==> config.mk <==
export PLATFORM = sky130hd
export DESIGN_NAME = emps_top
export DESIGN_NICKNAME = d
export VERILOG_FILES = /design/src/logic/emps_pkg.sv /design/src/logic/emps_pad_route.sv /design/src/logic/emps_top.sv
export VERILOG_INCLUDE_DIRS = /design/src /design/src/logic
export SDC_FILE = /design/constraint.sdc
export NUM_CORES = 1
export LEC_CHECK = 0
export BUFFER_PORTS_ARGS = -buffer_cell sky130_fd_sc_hd__buf_2
export CORE_ASPECT_RATIO = 0.9
export CORE_MARGIN = 2
export CORE_UTILIZATION = 35
export DETAILED_ROUTE_END_ITERATION = 8
export HOLD_SLACK_MARGIN = 0.12
export PLACE_DENSITY = 0.65
export SYNTH_ARGS = -nofsm -noshare
export SYNTH_HDL_FRONTEND = slang
export SYNTH_SLANG_ARGS = --single-unit
export TNS_END_PERCENT = 50
==> constraint.sdc <==
create_clock -name CORE_CLK -period 3.5 [get_ports CORE_CLK]
set_input_delay 0.35 -clock CORE_CLK [delete_from_list [all_inputs] [get_ports CORE_CLK]]
set_output_delay 0.35 -clock CORE_CLK [all_outputs]
set_load 0.02 [all_outputs]
==> src/logic/emps_params.svh <==
`ifndef EMPS_PARAMS_SVH
`define EMPS_PARAMS_SVH

`define EMPS_OFF_SIX     8'h00
`define EMPS_OFF_SEVEN   8'h04
`define EMPS_OFF_EIGHT   8'h08
`define EMPS_REG_RESET   32'h0000_0000
`define EMPS_FIELD_W     4
`define EMPS_SEL_IDLE    4'h0
`define EMPS_SEL_MEM     4'h1
`define EMPS_SEL_RTU_OUT 4'h4
`define EMPS_SEL_GPIO    4'h8
`define EMPS_STRB_ALL    4'hf
`define EMPS_RESP_OKAY   2'h0
`define EMPS_RESP_SLVERR 2'h2
`define EMPS_PAD_N       17
`define EMPS_RTU_N       4

`endif

==> src/logic/emps_pkg.sv <==
package emps_pkg;
`include "emps_params.svh"

  typedef enum logic [4:0] {
    EMPS_ROUTE_NONE    = 5'h01,
    EMPS_ROUTE_MEM     = 5'h02,
    EMPS_ROUTE_GPIO    = 5'h04,
    EMPS_ROUTE_RTU_IN  = 5'h08,
    EMPS_ROUTE_RTU_OUT = 5'h10
  } emps_route_t;

  // reserved codes fall through to none, so a bad setting never drives the pad
  function automatic emps_route_t emps_decode(input logic [3:0] code, input logic four);
    emps_route_t r;
    r = EMPS_ROUTE_NONE;
    if (code == `EMPS_SEL_MEM) begin
      r = EMPS_ROUTE_MEM;
    end else if (code == `EMPS_SEL_GPIO) begin
      r = EMPS_ROUTE_GPIO;
    end else if (four && code == `EMPS_SEL_IDLE) begin
      r = EMPS_ROUTE_RTU_IN;
    end else if (four && code == `EMPS_SEL_RTU_OUT) begin
      r = EMPS_ROUTE_RTU_OUT;
    end
    return r;
  endfunction

  function automatic logic [3:0] emps_field(input logic [31:0] r, input int unsigned idx);
    return r[idx*`EMPS_FIELD_W +: `EMPS_FIELD_W];
  endfunction

  function automatic logic [31:0] emps_merge(input logic [31:0] old,
                                             input logic [31:0] wd,
                                             input logic [3:0]  strb);
    logic [31:0] m;
    m = old;
    for (int b = 0; b < 4; b++) begin
      if (strb[b]) begin
        m[b*8 +: 8] = wd[b*8 +: 8];
      end
    end
    return m;
  endfunction

endpackage

==> src/logic/emps_pad_route.sv <==
`timescale 1ns/1ps
`include "emps_params.svh"
module emps_pad_route
  import emps_pkg::*;
#(
  parameter bit FOUR = 1'b0
) (
  input  wire logic       clk,
  input  wire logic       rst,
  input  wire logic [3:0] sel,
  input  wire logic       mem_o,
  input  wire logic       mem_oe,
  input  wire logic       gpio_o,
  input  wire logic       gpio_oe,
  input  wire logic       rtu_o,
  input  wire logic       pad_i,
  output logic            pad_o,
  output logic            pad_oe,
  output logic            mem_i,
  output logic            gpio_i,
  output logic            rtu_i
);

  logic        sync1_r;
  logic        sync2_r;
  emps_route_t route;

  assign route = emps_decode(sel, FOUR);

  always_ff @(posedge clk) begin
    if (rst) begin
      sync1_r <= 1'b0;
      sync2_r <= 1'b0;
    end else begin
      sync1_r <= pad_i;
      sync2_r <= sync1_r;
    end
  end

  always_ff @(posedge clk) begin
    if (rst) begin
      pad_o  <= 1'b0;
      pad_oe <= 1'b0;
    end else begin
      unique case (route)
        EMPS_ROUTE_MEM: begin // RULE3
          pad_o  <= mem_o;
          pad_oe <= mem_oe;
        end
        EMPS_ROUTE_GPIO: begin // RULE4
          pad_o  <= gpio_o;
          pad_oe <= gpio_oe;
        end
        EMPS_ROUTE_RTU_OUT: begin // RULE5
          pad_o  <= rtu_o;
          pad_oe <= 1'b1;
        end
        EMPS_ROUTE_RTU_IN, EMPS_ROUTE_NONE: begin // RULE10
          pad_o  <= 1'b0;
          pad_oe <= 1'b0;
        end
      endcase
    end
  end

  // unselected functions see a quiet zero rather than the pad
  always_ff @(posedge clk) begin
    if (rst) begin
      mem_i  <= 1'b0;
      gpio_i <= 1'b0;
      rtu_i  <= 1'b0;
    end else begin
      mem_i  <= (route == EMPS_ROUTE_MEM) && sync2_r;
      gpio_i <= (route == EMPS_ROUTE_GPIO) && sync2_r;
      rtu_i  <= (route == EMPS_ROUTE_RTU_IN) && sync2_r; // RULE5
    end
  end
endmodule

==> src/logic/emps_top.sv <==
// How it works
// RULE1: each register holds eight 4-bit select fields, one per pad
// RULE2: fields read back last write and clear to zero on reset
// RULE3: two-function pad: code 0 tristates, code 1 routes memory signal
// RULE4: code 8 routes the io bit; codes 9 to f are reserved
// RULE5: four-function pad: 0 rtu input, 1 memory, 4 rtu output, 8 io
// RULE6: sixth register low fields: row strobe, clock enable, memory clock
// RULE7: seventh top field wait input; then read-not-write, oe, we, cs5
// RULE8: seventh register io bank three 9..15, chip selects 4, 3, 2
// RULE9: eighth register fields 31-28 to 11-8: data bits 8 to 13
// RULE10: reserved codes leave the pad tristated and route nothing
//
// The AXI4-Lite interface to the registers and the register addresses were left to the implementer.
`timescale 1ns/1ps
`include "emps_params.svh"
module emps_top
  import emps_pkg::*;
#(
  parameter int ADDR_W = 8
) (
  input  wire logic                    CORE_CLK,
  input  wire logic                    RESET,
  input  wire logic [ADDR_W-1:0]       AWADDR,
  input  wire logic                    AWVALID,
  output logic                         AWREADY,
  input  wire logic [31:0]             WDATA,
  input  wire logic [3:0]              WSTRB,
  input  wire logic                    WVALID,
  output logic                         WREADY,
  output logic [1:0]                   BRESP,
  output logic                         BVALID,
  input  wire logic                    BREADY,
  input  wire logic [ADDR_W-1:0]       ARADDR,
  input  wire logic                    ARVALID,
  output logic                         ARREADY,
  output logic [31:0]                  RDATA,
  output logic [1:0]                   RRESP,
  output logic                         RVALID,
  input  wire logic                    RREADY,
  input  wire logic [`EMPS_PAD_N-1:0]  MEM_OUT,
  input  wire logic [`EMPS_PAD_N-1:0]  MEM_OE,
  output logic      [`EMPS_PAD_N-1:0]  MEM_IN,
  input  wire logic [`EMPS_PAD_N-1:0]  GPIO_OUT,
  input  wire logic [`EMPS_PAD_N-1:0]  GPIO_OE,
  output logic      [`EMPS_PAD_N-1:0]  GPIO_IN,
  input  wire logic [`EMPS_RTU_N-1:0]  RTU_OUT,
  output logic      [`EMPS_RTU_N-1:0]  RTU_IN,
  input  wire logic [`EMPS_PAD_N-1:0]  PAD_IN,
  output logic      [`EMPS_PAD_N-1:0]  PAD_OUT,
  output logic      [`EMPS_PAD_N-1:0]  PAD_OE
);

  //////////////////////////////////////////////////////////////////////////
  // register file and bus state

  logic [31:0]       reg_six_r;
  logic [31:0]       reg_seven_r;
  logic [31:0]       reg_eight_r;
  logic [ADDR_W-1:0] waddr_r;
  logic [31:0]       wdata_r;
  logic [3:0]        wstrb_r;
  logic              awready_r;
  logic              wready_r;
  logic              bvalid_r;
  logic [1:0]        bresp_r;
  logic              arready_r;
  logic              rvalid_r;
  logic [31:0]       rdata_r;
  logic [1:0]        rresp_r;
  logic              do_write;
  logic [`EMPS_PAD_N-1:0] rtu_in_w;

  assign AWREADY = awready_r;
  assign WREADY  = wready_r;
  assign BVALID  = bvalid_r;
  assign BRESP   = bresp_r;
  assign ARREADY = arready_r;
  assign RVALID  = rvalid_r;
  assign RDATA   = rdata_r;
  assign RRESP   = rresp_r;

  function automatic logic is_mapped(input logic [ADDR_W-1:0] a);
    return a == ADDR_W'(`EMPS_OFF_SIX) || a == ADDR_W'(`EMPS_OFF_SEVEN) ||
           a == ADDR_W'(`EMPS_OFF_EIGHT);
  endfunction

  // both halves captured and no answer still pending
  assign do_write = !awready_r && !wready_r && !bvalid_r;

  //////////////////////////////////////////////////////////////////////////
  // write address and data: taken in either order, held until the answer

  always_ff @(posedge CORE_CLK) begin
    if (RESET) begin
      awready_r <= 1'b1;
      waddr_r   <= '0;
    end else if (AWVALID && awready_r) begin
      awready_r <= 1'b0;
      waddr_r   <= AWADDR;
    end else if (bvalid_r && BREADY) begin
      awready_r <= 1'b1;
    end
  end

  always_ff @(posedge CORE_CLK) begin
    if (RESET) begin
      wready_r <= 1'b1;
      wdata_r  <= '0;
      wstrb_r  <= '0;
    end else if (WVALID && wready_r) begin
      wready_r <= 1'b0;
      wdata_r  <= WDATA;
      wstrb_r  <= WSTRB;
    end else if (bvalid_r && BREADY) begin
      wready_r <= 1'b1;
    end
  end

  always_ff @(posedge CORE_CLK) begin
    if (RESET) begin
      bvalid_r <= 1'b0;
      bresp_r  <= `EMPS_RESP_OKAY;
    end else if (do_write) begin
      bvalid_r <= 1'b1;
      bresp_r  <= is_mapped(waddr_r) ? `EMPS_RESP_OKAY : `EMPS_RESP_SLVERR;
    end else if (bvalid_r && BREADY) begin
      bvalid_r <= 1'b0;
    end
  end

  //////////////////////////////////////////////////////////////////////////
  // select registers: all bits writable, byte strobes honoured

  always_ff @(posedge CORE_CLK) begin
    if (RESET) begin
      reg_six_r   <= `EMPS_REG_RESET; // RULE2
      reg_seven_r <= `EMPS_REG_RESET; // RULE2
      reg_eight_r <= `EMPS_REG_RESET; // RULE2
    end else if (do_write) begin
      if (waddr_r == ADDR_W'(`EMPS_OFF_SIX)) begin
        reg_six_r <= emps_merge(reg_six_r, wdata_r, wstrb_r); // RULE2
      end
      if (waddr_r == ADDR_W'(`EMPS_OFF_SEVEN)) begin
        reg_seven_r <= emps_merge(reg_seven_r, wdata_r, wstrb_r); // RULE2
      end
      if (waddr_r == ADDR_W'(`EMPS_OFF_EIGHT)) begin
        reg_eight_r <= emps_merge(reg_eight_r, wdata_r, wstrb_r); // RULE2
      end
    end
  end

  //////////////////////////////////////////////////////////////////////////
  // read channel: one outstanding read, data latched with the address

  always_ff @(posedge CORE_CLK) begin
    if (RESET) begin
      arready_r <= 1'b1;
      rvalid_r  <= 1'b0;
      rdata_r   <= '0;
      rresp_r   <= `EMPS_RESP_OKAY;
    end else if (ARVALID && arready_r) begin
      arready_r <= 1'b0;
      rvalid_r  <= 1'b1;
      rresp_r   <= is_mapped(ARADDR) ? `EMPS_RESP_OKAY : `EMPS_RESP_SLVERR;
      if (ARADDR == ADDR_W'(`EMPS_OFF_SIX)) begin
        rdata_r <= reg_six_r; // RULE2
      end else if (ARADDR == ADDR_W'(`EMPS_OFF_SEVEN)) begin
        rdata_r <= reg_seven_r;
      end else if (ARADDR == ADDR_W'(`EMPS_OFF_EIGHT)) begin
        rdata_r <= reg_eight_r;
      end else begin
        rdata_r <= '0;
      end
    end else if (rvalid_r && RREADY) begin
      arready_r <= 1'b1;
      rvalid_r  <= 1'b0;
    end
  end

  //////////////////////////////////////////////////////////////////////////
  // pad map: pads 0-2 from the sixth register, 3-10 the seventh, 11-16 the
  // eighth; the upper sixth fields and the two lowest eighth fields are
  // stored only, their pads live outside this slice

  for (genvar p = 0; p < `EMPS_PAD_N; p++) begin : g_pad
    localparam int  FLD  = p < 3 ? 2 - p : (p < 11 ? 10 - p : 18 - p);
    localparam bit  FOUR = p <= 3;
    localparam int  RTU  = p < 3 ? p + 1 : 0;
    logic [3:0] sel;
    logic       rtu_o;

    if (p < 3) begin : g_six
      assign sel = emps_field(reg_six_r, FLD); // RULE1 RULE6
    end else if (p < 11) begin : g_seven
      assign sel = emps_field(reg_seven_r, FLD); // RULE1 RULE7 RULE8
    end else begin : g_eight
      assign sel = emps_field(reg_eight_r, FLD); // RULE1 RULE9
    end

    if (FOUR) begin : g_rtu
      assign rtu_o = RTU_OUT[RTU]; // RULE5
    end else begin : g_nortu
      assign rtu_o = 1'b0;
    end

    emps_pad_route #(
      .FOUR (FOUR)
    ) u_route (
      .clk     (CORE_CLK),
      .rst     (RESET),
      .sel     (sel),
      .mem_o   (MEM_OUT[p]),
      .mem_oe  (MEM_OE[p]),
      .gpio_o  (GPIO_OUT[p]),
      .gpio_oe (GPIO_OE[p]),
      .rtu_o   (rtu_o),
      .pad_i   (PAD_IN[p]),
      .pad_o   (PAD_OUT[p]),
      .pad_oe  (PAD_OE[p]),
      .mem_i   (MEM_IN[p]),
      .gpio_i  (GPIO_IN[p]),
      .rtu_i   (rtu_in_w[p])
    );
  end

  // rtu bit order: bit 0 on the wait pad, bits 1..3 on pads 0..2
  assign RTU_IN = {rtu_in_w[2], rtu_in_w[1], rtu_in_w[0], rtu_in_w[3]}; // RULE5
endmodule

Word-level counts from Yosys, hierarchy flattened --
Index checks and enable logic that the tools add are counted.
Word-level totals: register bits after elaboration 287, input bits 148, output and inout port bits 113, word-level logic and storage cells 450
Cells by class: equality and inequality tests 127, muxes and demuxes 90, reductions and logical operators 104
Operators by type and width (number):
- $mux W5 | 29
- $mux W32 | 3
- $eq A5 B1 Y1 const B | 17
- $eq A5 B2 Y1 const B | 17
- $eq A5 B3 Y1 const B | 17
- $eq A5 B4 Y1 const B | 17
- $eq A5 B5 Y1 const B | 17
- $pmux W1 S4 | 21
- $eq A4 B1 Y1 const B | 17
- $eq A4 B4 Y1 const B | 17
- $logic_and A1 B1 Y1 | 45
- $mux W3 | 13
- $pmux W1 S3 | 13
- $reduce_or A3 Y1 | 13
- $reduce_and A3 Y1 | 12
- $reduce_or A2 Y1 | 17
- $eq A4 B3 Y1 const B | 4
- $eq A8 B3 Y1 const B | 2
- $eq A8 B4 Y1 const B | 2
- $logic_not A4 Y1 | 4
- $logic_not A8 Y1 | 2
- $mux W1 | 9
- $reduce_bool A2 Y1 | 4
- $logic_or A1 B1 Y1 | 4
- 2 further kinds | 5

Logic depth before layout (Yosys ltp) --
Gate-level depths: netlist of run 1.
depth in word-level cells 8, mapped depth 6, depth with buffers taken out 3

Hierarchy --
A second synthesis of run 1 with hierarchy kept.
Second synthesis, totals: cell total of the unflattened synthesis 1154, area total of the unflattened synthesis 11798.8 um^2
Modules (own cells, without submodules):
- emps_top | instances 1, cells an instance 802, area each 7807.5 um^2, sequential area each 3583.4 um^2
- emps_pad_route at g_pad[10].u_route ... | instances 13, cells an instance 20, area each 227.7 um^2, sequential area each 120.1 um^2
- emps_pad_route at g_pad[0].u_route ... | instances 4, cells an instance 23, area each 257.7 um^2, sequential area each 140.1 um^2

Worst setup path after synthesis of run 1 --
OpenSTA, ideal clock, no wires.
kind input to register, start input port ARADDR[7], end register rdata_r[10] (netlist: RDATA[10]), library setup time 0.058 ns, data arrival time 1.534 ns, required time 3.442 ns, slack 1.908 ns, stages on the path 4, path buffers 1, cells stage by stage or4_4 > nor4_4 > buf_6 > a22o_2
Between the ends: cells in the longest elaborated chain, start to end 4, elaborated cells on any way between the ends 6, those cells by class eq/ne (2); mux (3); reduce/logical (1)
RTL lines:
- start: declaration | RTL line emps_top.sv:33 | input wire logic [ADDR_W-1:0] ARADDR,
- $eq A8 B4 Y1 | RTL line emps_top.sv:169 | end else if (ARADDR == ADDR_W'(`EMPS_OFF_EIGHT)) begin
- $mux W32 | RTL line emps_top.sv:169
- $mux W32 | RTL line emps_top.sv:167 | end else if (ARADDR == ADDR_W'(`EMPS_OFF_SEVEN)) begin
- $mux W32 * | RTL line emps_top.sv:165 | if (ARADDR == ADDR_W'(`EMPS_OFF_SIX)) begin
- end signal: assignment | RTL line emps_top.sv:166 | rdata_r <= reg_six_r;
- end signal: assignment | RTL line emps_top.sv:168 | rdata_r <= reg_seven_r;
- end signal: assignment | RTL line emps_top.sv:170 | rdata_r <= reg_eight_r;
- end: declaration | RTL line emps_top.sv:68 | logic [31:0] rdata_r;
Every way passes the cells marked *; elsewhere a longest branch is shown, timed or not. A chain may end at the register's enable or synchronous reset.

Final worst setup path of run 1 --
start register awready_r (netlist: AWREADY), end register reg_six_r[25]
Between the ends: cells in the longest elaborated chain, start to end 4
RTL lines:
- start: declaration | RTL line emps_top.sv:62 | logic awready_r;
- start signal: assignment | RTL line emps_top.sv:95 | awready_r <= 1'b1;
- start signal: assignment | RTL line emps_top.sv:98 | awready_r <= 1'b0;
- start signal: assignment | RTL line emps_top.sv:101 | awready_r <= 1'b1;
- $logic_not A1 Y1 | RTL line emps_top.sv:88 | assign do_write = !awready_r && !wready_r && !bvalid_r;
- $logic_and A1 B1 Y1 (2 in a row) | RTL line emps_top.sv:88
- $reduce_and A3 Y1 (no line)
- end signal: assignment | RTL line emps_top.sv:136 | reg_six_r <= `EMPS_REG_RESET;
- end signal: assignment | RTL line emps_top.sv:141 | reg_six_r <= emps_merge(reg_six_r, wdata_r, wstrb_r);
- end: declaration | RTL line emps_top.sv:56 | logic [31:0] reg_six_r;
No other way between the ends.

==> flow_summary.toml, run 1 <==
[floorplanning]
placeableCoreArea_um2 = 33000
start_util = 0.356
die_y_um = 178
dieArea_um2 = 35100
die-width_um = 197
rows = 63
ios = 261

[synth]
synth_top_flop_cell = "dfxtp_1"
synth_edf_count = 0
ys_types = 41
synthArstFlopShare = 0
ys_ff_latch = 285
avgSynthCellArea_um2 = 9.79
syn-cell-area_um2 = 11800
synth_warnings = 0
syn_inst = 1202
yosysSeqAreaShare = 0.485

[placement]
hpwl_um = 21500
gp_congestion = 0.785
place_ws_ns = 1.36
port_buffers = 258

[worst_setup_path]
worstPathArrival_ns = 2.60
required_ns = 3.97
start_kind = "flop"
worst-path-max-fanout = 12
worstSetupEndpointType = "flop"
worstSetupPathType = "reg2reg"

[cts]
clkTransAtPathRegs_ns = 0.06
clock_latency_ns = 0.56
cts_max_level = 1
post_cts_buffers = 0
post_cts_resized = 0
cts.root.buffer_cell = "clkbuf_16"
cts_tree = "built"
cts_inserted_buffers = 31
clock_sinks = 285
cts.path.max_buffers = 3

[grt]
grt_pass1_wl_um = 49300
grt_max_degree = 105
overflow = 0
track_usage = 0.177
antenna_found_initial = 2
first_global_vias = 9068

[routing]
viasPerCell = 4.73
drt-pass1-iter-count = 9
ant_nets = 0
drt_iter0_drc = 562
wl_per_cell_um = 16.5
drcViolationCount = 0
vias = 9156
routed_wl_um = 31900

[sta]
max_slew_margin = 0.384
clock-skew-final_ns = 0.0189
hold_viol_final = 0
worst_pin_slew_ns = 0.922
finalSetupViolCount = 0
rsz0062_at_grt = "no"
tns_ns = 0
fin_crit_ns = 2.14
finalWorstSetupSlack_ns = 1.36
fmax_mhz = 468
post-route-period-util = 0.611
drv_slew = 0

[finish]
synthToLayoutAreaGrowth_pct = 28.6
final_net_count = 1636
drive_above_1_share = 0.237

[pwr]
pwr_density_cell_nw_per_um2 = 473
vdd_drop_max_v = 0.000307
p_leak_nw = 6.51

[min_path]
worstHoldPathType = "in2reg"

[status]
status = "complete, no violations"

[flow_run]
maxCapViolCount = 0
[synthesized netlist by cell type (2+ instances only)]
| master | number | area [um2] |
|---|---|---|
| nor2_1 | 10 | 37.5 |
| clkbuf_1 | 45 | 169 |
| a22o_2 | 24 | 240 |
| and3b_1 | 10 | 87.6 |
| nand4_4 | 8 | 170 |
| o31ai_1 | 2 | 15.0 |
| and2_1 | 2 | 12.5 |
| a22o_1 | 8 | 70.1 |
| a211oi_1 | 2 | 15.0 |
| buf_2 | 7 | 35.0 |
| buf_4 | 76 | 571 |
| a21boi_0 | 6 | 45.0 |
| nor4_1 | 5 | 31.3 |
| nor3b_1 | 4 | 30.0 |
| nor4_2 | 2 | 25.0 |
| o21bai_1 | 3 | 22.5 |
| and3_1 | 28 | 175 |
| a222oi_1 | 32 | 320 |
| nor4b_4 | 2 | 47.6 |
| and4_1 | 4 | 35.0 |
| nand3_1 | 10 | 50.1 |
| inv_1 | 66 | 248 |
| a22oi_1 | 26 | 195 |
| a21oi_1 | 50 | 250 |
| dfxtp_1 | 285 | 5710 |
| o21ai_0 | 8 | 40.0 |
| nand2b_1 | 162 | 1010 |
| nor3_1 | 17 | 85.1 |
| nand2_1 | 92 | 345 |
| mux2i_1 | 96 | 961 |
| a21o_1 | 2 | 15.0 |
| nor2b_1 | 92 | 576 |
| buf_1 | 5 | 18.8 |
| buf_6 | 4 | 45.0 |
[critical path, stage by stage (launching register included)]
cell,delay [ns]
dfxtp_1,0.43
nor3_4,0.44
buf_4,0.30
and4_1,0.59
mux2i_1,0.26
[per-layer routing]
layer,GRT usage,wire length [um],up-vias
met5,0,11,-
met4,0.0467,692,2
met3,0.0303,1510,47
met2,0.285,14100,229
met1,0.246,15600,4292
li1,-,-,4586
[report_power, final]
group | switching [mW] | total [mW] | internal, mW
combinational | 0.253 | 0.492 | 0.239
clock | 1.35 | 3.33 | 1.98
sequential | 0.0413 | 3.34 | 3.30
[through the flow]
step | power (mW) | hold WS [ns] | cell area (um2) | util | cells
3_3_place_gp | 3.81 | 0.418 | 12900 | 0.389 | 1754
6_report | 7.17 | 0.164 | 15100 | 0.458 | 1936
4_1_cts | 7.26 | 0.123 | 15100 | 0.458 | 1934
3_5_place_dp | 3.82 | 0.424 | 12900 | 0.389 | 1754
5_1_grt | 7.45 | 0.149 | 15100 | 0.458 | 1934
2_1_floorplan | 3.65 | 0.414 | 11800 | - | 1203
[layout make-up]
type	instances	area, um2
fillers	3137	17900
flip-flops and latches	285	5710
multi-input cells	715	5020
repair buffers	389	2590
clock buffers	43	881
well taps	422	528
inverters	66	248
clock inverters	14	166
diodes	2	5.00
[flip-flops by register name, summed over array words and instances, names as in the netlist, 4 cells and up]
register	count
reg_seven_r	32
g_pad.u_route.sync1_r	17
g_pad.u_route.sync2_r	17
g_pad.u_route.gpio_i	17
reg_six_r	32
g_pad.u_route.rtu_i	4
g_pad.u_route.mem_i	17
RDATA	32
wdata_r	32
waddr_r	8
wstrb_r	4
reg_eight_r	32
g_pad.u_route.pad_o	17
g_pad.u_route.pad_oe	17
[cells by family after synthesis]
family / after synthesis / synth area share
compound gates: 165 / 0.106
buf+inv: 203 / 0.0923
flops: 285 / 0.485
mux: 96 / 0.0816
other cells: 1 / 0.000319
simple gates: 452 / 0.235
[cell usage in the layout (no fill, tap or decap), types with 6 or more instances in the layout]
master and instances:
a21boi_0 6, a21oi_1 50, a222oi_1 32, a22o_1 8, a22o_2 24, a22oi_1 26, and3_1 28, and3b_1 10
buf_2 257, buf_4 8, clkbuf_1 6, clkbuf_16 31, clkbuf_8 6, clkinv_2 6, dfxtp_1 285, dlygate4sd3_1 123
inv_1 66, mux2i_1 96, nand2_1 91, nand2b_1 162, nand3_1 10, nand4_4 8, nor2_1 9, nor2b_1 92
nor3_1 17, o21ai_0 8
[path summary, 6_finish.rpt]
| check | from | to | slack, ns | cells past startpoint |
|---|---|---|---|---|
| worst max-delay path | AWREADY | reg_six_r[25] | 1.36 | 4 |
| worst min-delay path | AWVALID | waddr_r[0] | 0.16 | 3 |
| worst max register to register | AWREADY | reg_six_r[25] | 1.36 | 4 |
| worst min register to register | g_pad[5].u_route.sync1_r | g_pad[5].u_route.sync2_r | 0.43 | 1 |
[what timing repair did]
item | in CTS | in global routing
endpoints found under the hold margin | 98 | 0
hold buffers | 123 | 0
endpoints found under the setup margin | 0 | 0
(Power assumes the default switching activity.)
==> run 2: changes to the inputs <==
- clock period: 3.5 -> 2.1 ns (I/O delays scaled with it)
==> run 2 against run 1 <==
  * Hold slack got worse by 0.020 ns
  * Clock power rose by 62%
  * Flip-flop and latch count did not move
  * Total power rose by 66%
  * Critical path type unchanged
  * Largest power group unchanged
==> flow_summary.toml, run 2 (same netlist as run 1, synthesis figures left out) <==
[status]
status = "complete, no violations"

[cts]
cts.path.max_buffers = 3
cts_inserted_buffers = 31
cts_tree = "built"
cts_max_level = 1
post_cts_resized = 0
clock_sinks = 285
cts.root.buffer_cell = "clkbuf_16"
clock_latency_ns = 0.55
clkTransAtPathRegs_ns = 0.06

[routing]
viasPerCell = 4.73
wl_met3_um = 1810
top_layer = "met5"
routed_wl_um = 32200
met1_length_um = 15200
wl_per_cell_um = 16.3
drcViolationCount = 0
ant_nets = 0
drt-pass1-iter-count = 5
vias = 9344
wl_met2_um = 14600
drt_iter0_drc = 626

[sta]
post-route-period-util = 0.893
clock-skew-final_ns = 0.0138
fin_crit_ns = 1.88
rsz0062_at_grt = "no"
finalWorstSetupSlack_ns = 0.225
max_slew_margin = 0.369
tns_ns = 0
finalSetupViolCount = 0
worst_pin_slew_ns = 0.945
fmax_mhz = 533
hold_viol_final = 0
drv_slew = 0

[min_path]
hold_path_depth = 4
worstHoldEndpoint = "g_pad[3].u_route.pad_oe"
worstHoldPathType = "in2reg"
hp-start = "MEM_OE[3]"

[worst_setup_path]
rr_startpoint = "AWREADY"
required_ns = 2.58
reg2regPathDepth = 3
worst-path-max-fanout = 12
r2r_end = "reg_six_r[6]"
worstSetupPathType = "reg2reg"
worstPathArrival_ns = 2.35
rrSetupSlack_ns = 0.22
worstSetupEndpointType = "flop"
start_kind = "flop"

[pwr]
p_sw_frac = 0.228
p_comb_frac = 0.076
pwr_density_cell_nw_per_um2 = 763
p_leak_nw = 6.70
vdd_drop_max_v = 0.000548
intPower_mw = 9.15
power.switching_mw = 2.71
power_mw = 11.9
pwr-share-clk = 0.455
pwr-share-seq = 0.469

[grt]
antenna_found_initial = 3
grt_pass1_wl_um = 49400
first_global_vias = 9135
overflow = 0
track_usage = 0.177
grt_max_degree = 66

[finish]
final_cells = 1977
drive_above_1_share = 0.241
layout_common_cells = "dfxtp_1 (285), buf_2 (257), nand2b_1 (162)"
final_net_count = 1676
final_common_cell = "dfxtp_1"
synthToLayoutAreaGrowth_pct = 32.1
nFillCells = 3089

[placement]
placed_cells = 1767
port_buffers = 258
gp_congestion = 0.755
hpwl_um = 22100
place_ws_ns = 0.222

[floorplanning]
placeableCoreArea_um2 = 33000
rows = 63
die-width_um = 197
ios = 261
start_util = 0.356
die_y_um = 178
dieArea_um2 = 35100

[flow_run]
maxCapViolCount = 0
run 2: worst max path at each step:
stage	depth (start not counted)	slack, ns	start	to
2_1_floorplan	4	0.57	BVALID	reg_eight_r[0]
5_1_grt	3	0.1	AWREADY	reg_six_r[16]
3_3_place_gp	3	0.31	AWREADY	reg_six_r[21]
4_1_cts	4	0.22	waddr_r[7]	reg_six_r[17]
3_5_place_dp	3	0.22	AWREADY	reg_six_r[17]
6_report	3	0.22	AWREADY	reg_six_r[6]
run 2: worst max-delay path, cell delays in order (launching register included):
cell and delay (ns):
dfxtp_1 0.44, nor3_4 0.49, and4_1 0.62, mux2i_1 0.26
run 2: per-stage QoR:
| stage | instance area (um2) | util | hold WS, ns |
|---|---|---|---|
| 6_report | 15500 | 0.471 | 0.145 |
| 4_1_cts | 15500 | 0.471 | 0.128 |
| 3_3_place_gp | 13000 | 0.394 | 0.419 |
| 3_5_place_dp | 13000 | 0.394 | 0.424 |
| 5_1_grt | 15500 | 0.471 | 0.157 |
| 2_1_floorplan | 11800 | - | 0.338 |
run 2: area by class of cell:
cell class	instances	area [um2]	share of cell area
Multi-Input combinational cell	715	5020	0.323
Inverter	66	248	0.0159
Antenna cell	2	5.00	0.000322
Timing Repair Buffer	429	3020	0.194
Tap cell	422	528	0.0340
Sequential cell	285	5710	0.367
Clock inverter	19	186	0.0120
Clock buffer	39	836	0.0538
run 2: metal layers:
metal / vias up / global-route usage
met5: - / 0
met1: 4386 / 0.240
met4: 2 / 0.0370
met2: 251 / 0.297
met3: 40 / 0.0316
li1: 4665 / -
run 2: power by group through the flow:
stage	registers [mW]	logic (mW)	clock network (mW)
after CTS	5.57	0.897	5.55
final	5.57	0.898	5.39
after floorplan	5.68	0.398	0
after global placement	5.68	0.712	0
after global routing	5.58	0.973	5.76
after detailed placement	5.69	0.720	0
run 2: timing repair:
item / CTS / global route
hold buffers: 150 / 0
buffers inserted: 0 / 0
endpoints found under the hold margin: 101 / 0
==> run 3: changes to the inputs <==
- clock period: 2.1 -> 2.15 ns (I/O delays scaled with it)
==> run 3 against run 2 <==
  * Clock skew grew 0.0019 ns
  * Sequential power decreased by 2%
  * Register-to-register slack lost 0.05 ns
  * Non-clock buffer count up 8
  * Wire length fell by 0.71%
  * Combinational power is 2.2% lower
  * Die area is the same
  * Total power fell by 5.6%
  * Clock power shrank 9.5%
  * Setup slack worse by 0.051 ns
  * Cell count hardly changed
  * Critical path depth is 2 higher
  * Critical path type unchanged
  * Largest power group unchanged
==> flow_summary.toml, run 3 (same netlist as run 1, synthesis figures left out) <==
[worst_setup_path]
start_kind = "flop"
cp_slowest_cell = "dlygate4sd3_1"
required_ns = 2.64
crit_family = "buffers and inverters"
cp_cell_sequence = "and2_2 -> buf_4 -> nand2_1 -> a21oi_1 -> dlygate4sd3_1"
slowest_delay_ns = 0.57
rr_startpoint = "WREADY"
rrSetupSlack_ns = 0.17
crit_buf_inv = 2
r2r_end = "wdata_r[8]"
worstSetupPathType = "reg2reg"
worstPathArrival_ns = 2.47
worst-path-max-fanout = 14
reg2regPathDepth = 5
worstSetupEndpointType = "flop"

[cts]
cts_tree = "built"
cts_max_level = 1
cts_hold_buf = 154
post_cts_resized = 0
cts.path.max_buffers = 3
clock_sinks = 285
cts_inserted_buffers = 31
post_cts_buffers = 0
cts.root.buffer_cell = "clkbuf_16"
clkTransAtPathRegs_ns = 0.06
clock_latency_ns = 0.55

[routing]
drt_iter0_drc = 762
ant_nets = 0
viasPerCell = 4.70
routed_wl_um = 31900
drt-pass1-iter-count = 5
drcViolationCount = 0
vias = 9287
wl_per_cell_um = 16.2

[finish]
fin_util = 0.470
layout_common_cells = "dfxtp_1 (285), buf_2 (257), nand2b_1 (162)"
nFillCells = 3129
finalInstanceArea_um2 = 15500
final_net_count = 1684
final_cells = 1976
final_common_cell = "dfxtp_1"
drive_above_1_share = 0.238
synthToLayoutAreaGrowth_pct = 31.7

[sta]
finalSetupViolCount = 0
fin_crit_ns = 1.98
tns_ns = 0
worst_pin_slew_ns = 0.990
whs_ns = 0.140
hold_viol_final = 0
drv_slew = 0
post-route-period-util = 0.919
max_slew_margin = 0.338
clock-skew-final_ns = 0.0158
rsz0062_at_grt = "no"
fmax_mhz = 506

[pwr]
vdd_drop_max_v = 0.000518
p_leak_nw = 6.69
pwr_density_cell_nw_per_um2 = 722

[placement]
hpwl_um = 22200
port_buffers = 258
dpl_cell_area_um2 = 13000
gp_congestion = 0.781
placed_cells = 1771

[min_path]
worstHoldEndpoint = "RRESP[1]"
hold_path_depth = 3
worstHoldPathType = "in2reg"
hp-start = "ARADDR[4]"

[grt]
antenna_found_initial = 3
grt_pass1_wl_um = 49600
grt_max_degree = 50
first_global_vias = 9374
overflow = 0
track_usage = 0.177

[status]
status = "complete, no violations"

[floorplanning]
start_util = 0.356
die-width_um = 197
dieArea_um2 = 35100
die_y_um = 178
ios = 261
rows = 63
placeableCoreArea_um2 = 33000

[flow_run]
maxCapViolCount = 0
run 3: metrics by stage:
step                      setup slack (ns)  total power, mW
final                                0.174             11.2
after global routing                0.0554             11.6
after CTS                            0.200             11.3
after detailed placement             0.364             6.26
after global placement               0.406             6.24
after floorplan                      0.616             5.94
run 3: tightest hold or removal path: cells and delay by family:
kind,cells,cell delay (ns)
compound gates,2,0.31
buf+inv,1,0.11
run 3: cell type report:
cell class	count	area [um2]	share of cell area
diodes	2	5.00	0.000323
clock buffers	43	891	0.0574
clock inverters	6	36.3	0.00234
inverters	66	248	0.0160
multi-input cells	715	5020	0.324
flip-flops and latches	285	5710	0.368
well taps	422	528	0.0340
repair buffers	437	3080	0.198
run 3: how the worst max path moves through the flow:
stage	endpoint	slack (ns)	cells past startpoint	from
2_1_floorplan	reg_eight_r[0]	0.62	4	BVALID
3_3_place_gp	reg_six_r[23]	0.41	4	waddr_r[7]
3_5_place_dp	reg_six_r[16]	0.36	4	waddr_r[7]
4_1_cts	wstrb_r[3]	0.20	5	WREADY
5_1_grt	wdata_r[8]	0.06	5	WREADY
6_report	wdata_r[8]	0.17	5	WREADY
run 3: layer usage:
| layer | track usage | up-vias | wire (um) |
|---|---|---|---|
| met2 | 0.295 | 248 | 14500 |
| met5 | 0 | - | 11 |
| met3 | 0.0348 | 35 | 1910 |
| li1 | - | 4660 | - |
| met4 | 0.0338 | 2 | 489 |
| met1 | 0.240 | 4342 | 15000 |
run 3: power breakdown:
| group | internal [mW] | total (mW) | switching (mW) |
|---|---|---|---|
| Sequential | 5.38 | 5.44 | 0.0670 |
| Clock | 2.84 | 4.88 | 2.04 |
| Combinational | 0.454 | 0.878 | 0.425 |
| Total | 8.67 | 11.2 | 2.53 |
